$ cat src/rtl/pcg_pkg.sv
// Package for the programmable CRC generator: register map, field positions,
// reset values and the carrier types shared by the design files.
// Assumes an AHB-Lite bus with 32-bit data and one aligned word per register.
package pcg_pkg;

    ////////////////////////////////////////////////////////////////////////////
    // Register byte offsets
    localparam logic [7:0] PCG_OFS_CTRL    = 8'h00;
    localparam logic [7:0] PCG_OFS_POLY    = 8'h04;
    localparam logic [7:0] PCG_OFS_DATA    = 8'h08;
    localparam logic [7:0] PCG_OFS_SEED    = 8'h0c;
    localparam logic [7:0] PCG_OFS_IRQ_STS = 8'h10;
    localparam logic [7:0] PCG_OFS_IRQ_CLR = 8'h14;
    localparam logic [7:0] PCG_OFS_IRQ_EN  = 8'h18;

    ////////////////////////////////////////////////////////////////////////////
    // Field positions in the control and status word and the interrupt registers
    localparam int PCG_IDLE_BIT  = 13;
    localparam int PCG_CNT_LSB   = 8;
    localparam int PCG_FULL_BIT  = 7;
    localparam int PCG_EMPTY_BIT = 6;
    localparam int PCG_RUN_BIT   = 4;
    localparam int PCG_PLEN_LSB  = 0;
    localparam int PCG_IRQ_DRAIN = 0;

    ////////////////////////////////////////////////////////////////////////////
    // Sizes and reset values
    localparam logic [4:0]  PCG_DEPTH_NARROW = 5'h10;
    localparam logic [4:0]  PCG_DEPTH_WIDE   = 5'h08;
    localparam logic [3:0]  PCG_PLEN_SPLIT   = 4'h7;
    localparam logic [15:0] PCG_TAP_MASK     = 16'hfffe;
    localparam logic [15:0] PCG_POLY_RST     = 16'h0000;
    localparam logic [15:0] PCG_CRC_RST      = 16'h0000;
    localparam logic [4:0]  PCG_CNT_RST      = 5'h00;
    localparam logic [31:0] PCG_RDATA_RST    = 32'h0000_0000;

    typedef struct packed {
        logic       idle_halt_select;
        logic       shifter_run;
        logic [3:0] poly_length_minus_one;
    } pcg_ctrl_t;

    localparam pcg_ctrl_t PCG_CTRL_RST = '0;

    // Captured AHB address phase
    typedef struct packed {
        logic       wr;
        logic       rd;
        logic [7:0] addr;
    } pcg_aphase_t;

    localparam pcg_aphase_t PCG_APHASE_RST = '0;

endpackage

$ cat src/rtl/pcg_top.sv
// Programmable CRC generator with word FIFO, serial LFSR and AHB-Lite slave.
// Assumes a single-master AHB-Lite bus on hclk; sleep_mode and idle_mode come
// from power control logic on the same clock.
//
// Chosen here: register access over AHB-Lite and the register offsets.
`timescale 1ns/1ps

module pcg_top
(
    input  wire logic        hclk,
    input  wire logic        hresetn,
    input  wire logic        clk_en,
    input  wire logic        sleep_mode,
    input  wire logic        idle_mode,
    input  wire logic        hsel,
    input  wire logic [31:0] haddr,
    input  wire logic [1:0]  htrans,
    input  wire logic        hwrite,
    input  wire logic [2:0]  hsize,
    input  wire logic [31:0] hwdata,
    input  wire logic        hready,
    output logic      [31:0] hrdata,
    output logic             hreadyout,
    output logic             hresp,
    output logic             crc_irq
);
    import pcg_pkg::*;

    ////////////////////////////////////////////////////////////////////////////
    // Helpers
    function automatic logic [4:0] fifo_max(input logic [3:0] plen);
        return (plen > PCG_PLEN_SPLIT) ? PCG_DEPTH_WIDE : PCG_DEPTH_NARROW;
    endfunction

    function automatic logic [15:0] plen_mask(input logic [3:0] plen);
        return 16'hffff >> (4'hf - plen);
    endfunction

    function automatic logic [15:0] lfsr_step(input logic [15:0] crc,
                                               input logic [15:0] taps,
                                               input logic [3:0]  plen,
                                               input logic        din);
        logic        fb;
        logic [15:0] nxt;
        fb  = crc[plen] ^ din;
        nxt = {crc[14:0], 1'b0} ^ (fb ? {taps[15:1], 1'b1} : 16'h0000);
        return nxt & plen_mask(plen);
    endfunction

    ////////////////////////////////////////////////////////////////////////////
    // State
    pcg_ctrl_t   ctrl_reg;
    pcg_aphase_t ap_reg;
    logic [15:0] poly_reg;
    logic [15:0] fifo_mem [16];
    logic [3:0]  wr_ptr_reg;
    logic [3:0]  rd_ptr_reg;
    logic [4:0]  count_reg;
    logic [4:0]  count_next;
    logic [3:0]  bit_idx_reg;
    logic [15:0] crc_reg;
    logic        active_reg;
    logic [0:0]  irq_sts_reg;
    logic [0:0]  irq_sts_next;
    logic [0:0]  irq_en_reg;
    logic        irq_reg;
    logic [31:0] hrdata_reg;
    logic        hready_reg;
    logic        hresp_reg;
    logic [31:0] rd_val;
    logic        take;
    logic        we_ctrl;
    logic        we_poly;
    logic        we_data;
    logic        we_seed;
    logic        we_clr;
    logic        we_en;
    logic        run_en;
    logic        advance;
    logic        pop;
    logic        push;
    logic        full;
    logic        empty;
    logic        wrap;
    logic        drain_evt;
    logic [3:0]  plen;
    logic        din;

    assign hrdata    = hrdata_reg;
    assign hreadyout = hready_reg;
    assign hresp     = hresp_reg;
    assign crc_irq   = irq_reg;

    ////////////////////////////////////////////////////////////////////////////
    // AHB-Lite slave: writes zero wait, reads one wait state so that a read
    // right behind a write sees the updated value.
    assign take = clk_en && hsel && htrans[1] && hready;

    always_ff @(posedge hclk or negedge hresetn) begin
        if (!hresetn) begin
            ap_reg     <= PCG_APHASE_RST;
            hready_reg <= 1'b1;
            hrdata_reg <= PCG_RDATA_RST;
            hresp_reg  <= 1'b0;
        end else if (clk_en) begin
            ap_reg.wr <= take && hwrite;
            ap_reg.rd <= take && !hwrite;
            if (take) begin
                ap_reg.addr <= haddr[7:0];
            end
            if (take && !hwrite) begin
                hready_reg <= 1'b0;
            end else if (ap_reg.rd) begin
                hready_reg <= 1'b1;
                hrdata_reg <= rd_val;
            end
            hresp_reg <= 1'b0;
        end
    end

    always_comb begin
        we_ctrl = 1'b0;
        we_poly = 1'b0;
        we_data = 1'b0;
        we_seed = 1'b0;
        we_clr  = 1'b0;
        we_en   = 1'b0;
        if (ap_reg.wr && ap_reg.addr == PCG_OFS_CTRL) begin
            we_ctrl = 1'b1;
        end else if (ap_reg.wr && ap_reg.addr == PCG_OFS_POLY) begin
            we_poly = 1'b1;
        end else if (ap_reg.wr && ap_reg.addr == PCG_OFS_DATA) begin
            we_data = 1'b1;
        end else if (ap_reg.wr && ap_reg.addr == PCG_OFS_SEED) begin
            we_seed = 1'b1;
        end else if (ap_reg.wr && ap_reg.addr == PCG_OFS_IRQ_CLR) begin
            we_clr = 1'b1;
        end else if (ap_reg.wr && ap_reg.addr == PCG_OFS_IRQ_EN) begin
            we_en = 1'b1;
        end
    end

    always_comb begin
        rd_val = 32'h0000_0000;
        if (ap_reg.addr == PCG_OFS_CTRL) begin
            rd_val[PCG_IDLE_BIT]        = ctrl_reg.idle_halt_select;
            rd_val[PCG_CNT_LSB +: 5]    = count_reg;
            rd_val[PCG_FULL_BIT]        = full;
            rd_val[PCG_EMPTY_BIT]       = empty;
            rd_val[PCG_RUN_BIT]         = ctrl_reg.shifter_run;
            rd_val[PCG_PLEN_LSB +: 4]   = ctrl_reg.poly_length_minus_one;
        end else if (ap_reg.addr == PCG_OFS_POLY) begin
            rd_val[15:0] = poly_reg;
        end else if (ap_reg.addr == PCG_OFS_DATA || ap_reg.addr == PCG_OFS_SEED) begin
            rd_val[15:0] = crc_reg;
        end else if (ap_reg.addr == PCG_OFS_IRQ_STS) begin
            rd_val[PCG_IRQ_DRAIN] = irq_sts_reg[0];
        end else if (ap_reg.addr == PCG_OFS_IRQ_EN) begin
            rd_val[PCG_IRQ_DRAIN] = irq_en_reg[0];
        end
    end

    ////////////////////////////////////////////////////////////////////////////
    // Software registers
    always_ff @(posedge hclk or negedge hresetn) begin
        if (!hresetn) begin
            ctrl_reg <= PCG_CTRL_RST;
            poly_reg <= PCG_POLY_RST;
        end else if (clk_en) begin
            if (we_ctrl) begin
                ctrl_reg.idle_halt_select      <= hwdata[PCG_IDLE_BIT];
                ctrl_reg.shifter_run           <= hwdata[PCG_RUN_BIT];
                ctrl_reg.poly_length_minus_one <= hwdata[PCG_PLEN_LSB +: 4];
            end
            if (we_poly) begin
                poly_reg <= hwdata[15:0] & PCG_TAP_MASK;
            end
        end
    end

    ////////////////////////////////////////////////////////////////////////////
    // FIFO and shifter. Everything here freezes with the power state; a data
    // write that arrives while frozen is dropped, since no core state may move.
    assign plen = ctrl_reg.poly_length_minus_one;
    assign run_en = clk_en && !sleep_mode && !(idle_mode && ctrl_reg.idle_halt_select);
    assign full   = (count_reg == fifo_max(plen));
    assign empty  = (count_reg == PCG_CNT_RST);
    assign advance = run_en && (ctrl_reg.shifter_run || active_reg) && !empty;
    assign pop     = advance && (bit_idx_reg == plen);
    assign push    = run_en && we_data;
    assign wrap    = push && full;
    assign drain_evt = pop && (count_reg == 5'h01) && !push;
    assign din     = fifo_mem[rd_ptr_reg][4'(plen - bit_idx_reg)];

    always_comb begin
        if (wrap) begin
            count_next = PCG_CNT_RST;
        end else begin
            count_next = 5'(count_reg + {4'h0, push} - {4'h0, pop});
        end
    end

    always_ff @(posedge hclk) begin
        if (push && !wrap) begin
            fifo_mem[wr_ptr_reg] <= hwdata[15:0] & plen_mask(plen);
        end
    end

    always_ff @(posedge hclk or negedge hresetn) begin
        if (!hresetn) begin
            wr_ptr_reg  <= 4'h0;
            rd_ptr_reg  <= 4'h0;
            count_reg   <= PCG_CNT_RST;
            bit_idx_reg <= 4'h0;
            active_reg  <= 1'b0;
        end else if (run_en) begin
            count_reg  <= count_next;
            active_reg <= ctrl_reg.shifter_run || (active_reg && count_next != PCG_CNT_RST);
            if (wrap) begin
                wr_ptr_reg  <= 4'h0;
                rd_ptr_reg  <= 4'h0;
                bit_idx_reg <= 4'h0;
            end else begin
                if (push) begin
                    wr_ptr_reg <= 4'(wr_ptr_reg + 4'h1);
                end
                if (pop) begin
                    rd_ptr_reg  <= 4'(rd_ptr_reg + 4'h1);
                    bit_idx_reg <= 4'h0;
                end else if (advance) begin
                    bit_idx_reg <= 4'(bit_idx_reg + 4'h1);
                end
            end
        end
    end

    always_ff @(posedge hclk or negedge hresetn) begin
        if (!hresetn) begin
            crc_reg <= PCG_CRC_RST;
        end else if (run_en) begin
            if (we_seed) begin
                crc_reg <= hwdata[15:0] & plen_mask(plen);
            end else if (advance) begin
                crc_reg <= lfsr_step(crc_reg, poly_reg, plen, din);
            end
        end
    end

    ////////////////////////////////////////////////////////////////////////////
    // Interrupts run on clk_en only, so an event stays visible while frozen.
    // sticky drain flag, set beats clear
    assign irq_sts_next = (irq_sts_reg & ~(we_clr ? hwdata[0:0] : 1'b0)) | drain_evt;

    always_ff @(posedge hclk or negedge hresetn) begin
        if (!hresetn) begin
            irq_sts_reg <= 1'b0;
            irq_en_reg  <= 1'b0;
            irq_reg     <= 1'b0;
        end else if (clk_en) begin
            irq_sts_reg <= irq_sts_next;
            if (we_en) begin
                irq_en_reg <= hwdata[0:0];
            end
            irq_reg <= |(irq_sts_next & (we_en ? hwdata[0:0] : irq_en_reg));
        end
    end
endmodule

$ cat config.mk
export PLATFORM = sky130hd
export DESIGN_NAME = pcg_top
export DESIGN_NICKNAME = d
export VERILOG_FILES = /design/src/rtl/pcg_pkg.sv /design/src/rtl/pcg_top.sv
export SDC_FILE = /design/constraint.sdc
export NUM_CORES = 1
export LEC_CHECK = 0
export ABC_AREA = 1
export BUFFER_PORTS_ARGS = -buffer_cell sky130_fd_sc_hd__buf_2
export CAP_MARGIN = 0
export CORE_ASPECT_RATIO = 0.8
export CORE_MARGIN = 3
export CORE_UTILIZATION = 45
export DETAILED_ROUTE_END_ITERATION = 16
export PLACE_DENSITY = 0.71
export SETUP_SLACK_MARGIN = 0.05
export SYNTH_ARGS = -nofsm -noshare
export SYNTH_HDL_FRONTEND = slang
export SYNTH_SLANG_ARGS = --single-unit
export TNS_END_PERCENT = 10
$ cat constraint.sdc
create_clock -name hclk -period 5.22 [get_ports hclk]
set_input_delay 1.044 -clock hclk [delete_from_list [all_inputs] [get_ports hclk]]
set_output_delay 1.044 -clock hclk [all_outputs]
set_load 0.1 [all_outputs]
; ---- After elaboration in Yosys (flattened, before gate mapping)
; Memory sizes are Yosys's and may differ from the RTL's.
; Cells that the tools add are included.
[totals]
register_bits = 85
latch_bits = 0
ramBits = 256
romBits = 0
elab_cells = 149
memories = 1
[mem_list]
columns = name, words, width, read_ports, rd_clocked_by_memory_dff, write_ports, line_no
row1 = fifo_mem, 16, 16, 1, 0, 1, pcg_top.sv:55  ; logic [15:0] fifo_mem [16];
[classes]
add_sub_neg = 7
multipliers = 0
div_mod_pow = 0
n_lt_le_gt_ge = 3
n_eq_ne = 9
shift = 1
mux = 52
bitwise = 9
reduce_logical = 49
[op_table]
columns = operator, n
row1 = 16-bit two-way mux, 4
row2 = 1-bit two-way mux, 33
row3 = 16-bit bitwise AND, 2
row4 = 4-bit two-way mux, 7
row5 = 8-bit by 5-bit == test with 1-bit output (second input constant), 3
row6 = 1-bit logical AND, 23
row7 = 8-bit by 4-bit == test with 1-bit output (second input constant), 2
row8 = 2-bit AND reduction, 8
row9 = 16-bit by 4-bit right shift with 16-bit output (first input constant), 1
row10 = 16-bit bitwise XOR, 1
row11 = 15-bit two-way mux, 1
row12 = 5-bit two-way mux, 3
row13 = 4-bit by 1-bit adder with 4-bit output (second input constant), 3
row14 = 4-bit by 5-bit less-than comparator with 1-bit output (second input constant), 2
row15 = 1-bit binary-select mux with 4-bit select, 2
row16 = 8-bit by 3-bit == test with 1-bit output (second input constant), 1
row17 = 8-bit zero test, 1
row18 = 8-bit two-way mux, 1
row19 = 2-bit nonzero test, 4
row20 = 1-bit zero test, 6
row21 = 5-bit by 1-bit adder with 5-bit output, 1
row22 = 5-bit by 1-bit == test with 1-bit output (second input constant), 1
row23 = 5-bit == test, 1
row24 = 5-bit zero test, 1
row25 = 14 further kinds, 18

; ---- Longest topological paths before layout
[logic_depth]
ltp_word = 12
depth_mapped = 21
depth_no_buf = 19

; ---- Worst setup path before layout
; Ideal clock, no wire load.
[synth_timing]
kind = in2reg
from = input clk_en
to = register active_reg
t_arrival_ps = 3905
required_ps = 5099
slack_ps = 1194
stages = 19
n_path_buf = 1
path_cell_list = buf_2 > nand2_1 > nor2_2 > inv_2 > nor2_1 > inv_1 > nor4_2 > ha_1 > inv_1 > ha_1 > inv_1 > fa_1 > nor2_1 > nor2_1 > o21bai_1 > nand3_1 > nand3b_1 > nand4_1 > a22o_1
[synth_between]
elab_chain_cells = 10
word_cells_on_any_way = 13
[synth_rtl]
columns = element, line_no
row1 = from (decl), pcg_top.sv:12  ; input wire logic clk_en,
row2 = 1-bit logical AND (*) (2 in a row), pcg_top.sv:185  ; assign run_en = clk_en && !sleep_mode && !(idle_mode && ctrl_reg.idle_halt_select);
row3 = "parallel branches: the longest is 8 deep, another holds 5-bit by 1-bit adder with 5-bit output", -
row4 = to (signal assigned), pcg_top.sv:218  ; active_reg <= ctrl_reg.shifter_run || (active_reg && count_next != PCG_CNT_RST);
row5 = to (decl), pcg_top.sv:62  ; logic active_reg;
; Every way passes the cells marked *.
; A chain may end at the register's enable or synchronous reset.

; ---- Worst setup path after layout
; Same ends and word-level chain as after synthesis.

==> summary.txt <==
Diodes inserted: 0
Max-slew violation count: 0
Cell family with most CP delay: simple AND/OR/NAND/NOR gates
First-pass GRT wire length: 61400 um
WHS Endpoint: hrdata[15]$_DFFE_PN0P_
Synthesized area per cell: 9.96 um^2
Maximum vdd ir drop: 269 uV
Drt drc: 0
Combinational share of power: 26.9%
FF+latch count, synth: 341
Cts hold-fix bufs: 0
Post-DP HPWL: 25300 um
GRT Util Overall: 21.9%
Post-synthesis cell count: 1544
Sequential area share after synthesis: 63.8%
Slowest cell on crit path: fa_1
Worst-case clock buffer depth: 3
Clk slew on worst S/H paths: 60 ps
Largest net degree at the start of global routing: 75
Initial antenna violation count: 0
Area Overhead vs Synth: 11.8%
H-tree levels: 2
Min-delay worst type: reg2reg
Leak Pwr: 7.03 nW
Via count: 11400
Crit end category: flop
Synth Area in Compound Gates: 6.70%
Worst hold path depth: 2
Initial cell density of the core: 46.5%
Vias in the first global route: 10700
Worst path max stage delay: 430 ps
Root Driver: clkbuf_16
Switching power: 2.64 mW
Most frequent cells in the layout: nand2_1, edfxtp_1, nand3_1, inv_1, dfrtp_1
Sw Ratio: 34.7%
Mapped Area: 15400 um^2
Top Ports: 112
Xor and xnor area share after synthesis: 0.228%
Total negative slack: 0 ps
Die ar.: 36400 um^2
Count of final setup violators: 0
Port Buffers: 50
DIE HEIGHT: 171 um
Placer Congestion: 0.945
Fraction of layout cells with a size suffix above 1: 11.0%
# rows: 59
Crit Path Class: in2reg
CTS Sinks: 341
Status: completed
Worst path cell trace: buf_2 > nand2_1 > nor2_2 > inv_2 > nor2_1 > inv_1 > nor4_2 > ha_1 > inv_1 > ha_1 > inv_1 > fa_1 > nor2_1 > nor2_1 > o21bai_1 > nand3_1 > nand3b_1 > nand4_1 > a22o_1
Final nets: 1686
Tmin final: 3970 ps
CTS tree: done
Post-CTS sizing: 0
Setup slack, reg-to-reg: 1300 ps
Crit-path max FO: 10
RSZ-0062 raised after global routing: no
Reg power frac: 40.5%
Hold path start: hrdata[15]$_DFFE_PN0P_
TritonCTS Buffers: 35
Iter 0 DRT Violations: 1771
Fill count: 2903
WL final: 40400 um
Skew-Pair Late Insertion Delay: 520 ps
Post-synthesis cell type count: 41
WP buf/inv: 5
Final worst path period share: 76.1%
Reg-to-reg endpoint: crc_reg[2]$_DFFE_PN0P_
Post-route cell area: 17200 um^2
R2R Path Start: rd_ptr_reg[0]$_DFFE_PN0P_
DP Area: 16100 um^2
Avg Vias per Cell: 5.59
Routed Antenna Nets: 0
Core area: 33100 um^2
Pint: 4.97 mW
Max reg flops: 256
Slew @ Worst Pin: 1200 ps
Commonest non-fill, non-tap cell in the layout: nand2_1
Max transition margin: 20.1%
Combinational family with the most area after synthesis: simple AND/OR/NAND/NOR gates
Mux share of post-synthesis cell area: 0%
PwrDens: 443 nW/um^2
Clock share of power: 32.6%
Grt ovf: 0
Critical path arrival: 4390 ps
Crit start category: input pin
Storage element area: 9820 um^2
Final Skew: 16.7 ps
Final Hold Vio Count: 0
Adder-cell share of the synthesized area: 1.48%
Pre-CTS setup slack: 779 ps
Worst setup slack after layout: 1250 ps
Post-layout util: 52.0%
Worst EP required: 5630 ps
R2R depth: 19
Setup Buffers After CTS: 0
Simple-gate share of the synthesized area: 22.1%
Die X: 213 um
Max Cap Violations: 0
Synth Warn #: 0
Multi-input gate area: 4790 um^2
Drt wl/cell: 19.8 um
Maximum clock rate: 0.252 GHz
Pre-antenna DRT Iters: 6
-- area by class of cell --
class | instances | share of cell area [%]
Clock buffer | 49 | 6.07
Timing Repair Buffer | 84 | 2.95
Inverter | 106 | 2.32
Multi-Input combinational cell | 1024 | 27.9
Sequential cell | 341 | 57.1
Tap cell | 427 | 3.11
Clock inverter | 12 | 0.546
-- synth_stat cells (all sizes together) --
cell / number / area share, %
nand2: 499 / 12
xor2: 4 / 0.23
o22ai: 13 / 0.53
inv: 103 / 2.5
a21oi: 68 / 2.2
a32oi: 1 / 0.057
a221oi: 2 / 0.11
nor3: 7 / 0.23
a21boi: 1 / 0.049
buf: 66 / 2.5
clkinv: 3 / 0.073
o21ai: 90 / 2.9
clkbuf: 23 / 0.56
nor2: 67 / 1.7
a2111oi: 1 / 0.057
nor4: 5 / 0.48
conb: 1 / 0.024
nand3: 206 / 7.0
nand3b: 1 / 0.049
dfstp: 1 / 0.17
o21bai: 1 / 0.049
ha: 15 / 1.2
a22o: 1 / 0.057
a211oi: 10 / 0.49
o2111ai: 1 / 0.057
dfrtp: 84 / 14
and3: 1 / 0.041
o211ai: 2 / 0.098
nand4: 9 / 0.37
edfxtp: 256 / 50
fa: 2 / 0.26
-- metal layers --
metal | GRT usage [%] | routed length (um)
met5 | 0.398 | 0
met4 | 3.90 | 604
met3 | 4.63 | 4000
met2 | 32.9 | 17700
met1 | 33.4 | 18100
-- per-stage QoR --
stage,cells,hold slack [ps],power [mW]
final,2043,473,7.61
after global routing,2043,498,7.93
after detailed placement,1982,461,5.12
after CTS,2043,477,7.59
after floorplan,1560,450,4.57
after global placement,1982,462,5.07
-- cells by family after synthesis --
logic type      count (synthesis)
simple gates                  795
flops                         341
buf+inv                       195
compound gates                191
fa+ha+maj                      17
xor+xnor                        4
other cells                     1
-- power groups by stage --
stage / registers [mW] / clock network [mW] / logic, mW
floorplan: 3.13 / 0 / 1.44
global placement: 3.13 / 0 / 1.94
detailed placement: 3.13 / 0 / 1.99
CTS: 3.08 / 2.51 / 2.00
global route: 3.09 / 2.61 / 2.22
finish: 3.08 / 2.48 / 2.05
-- how the worst max path moves through the flow --
stage | depth (start not counted) | startpoint | end | slack [ps]
finish | 19 | clk_en | active_reg$_DFFE_PN0P_ | 1250
global route | 19 | clk_en | active_reg$_DFFE_PN0P_ | 1000
CTS | 19 | clk_en | active_reg$_DFFE_PN0P_ | 1290
detailed placement | 19 | clk_en | active_reg$_DFFE_PN0P_ | 780
global placement | 19 | clk_en | active_reg$_DFFE_PN0P_ | 770
floorplan | 19 | clk_en | active_reg$_DFFE_PN0P_ | 1190
-- worst reg2reg max path: cells and delay by family (launching register included) --
kind / cells / cell delay, ps
buf+inv: 4 / 1650
flops: 1 / 480
simple gates: 15 / 1720
Note: power is estimated with default switching activity, not from simulation.
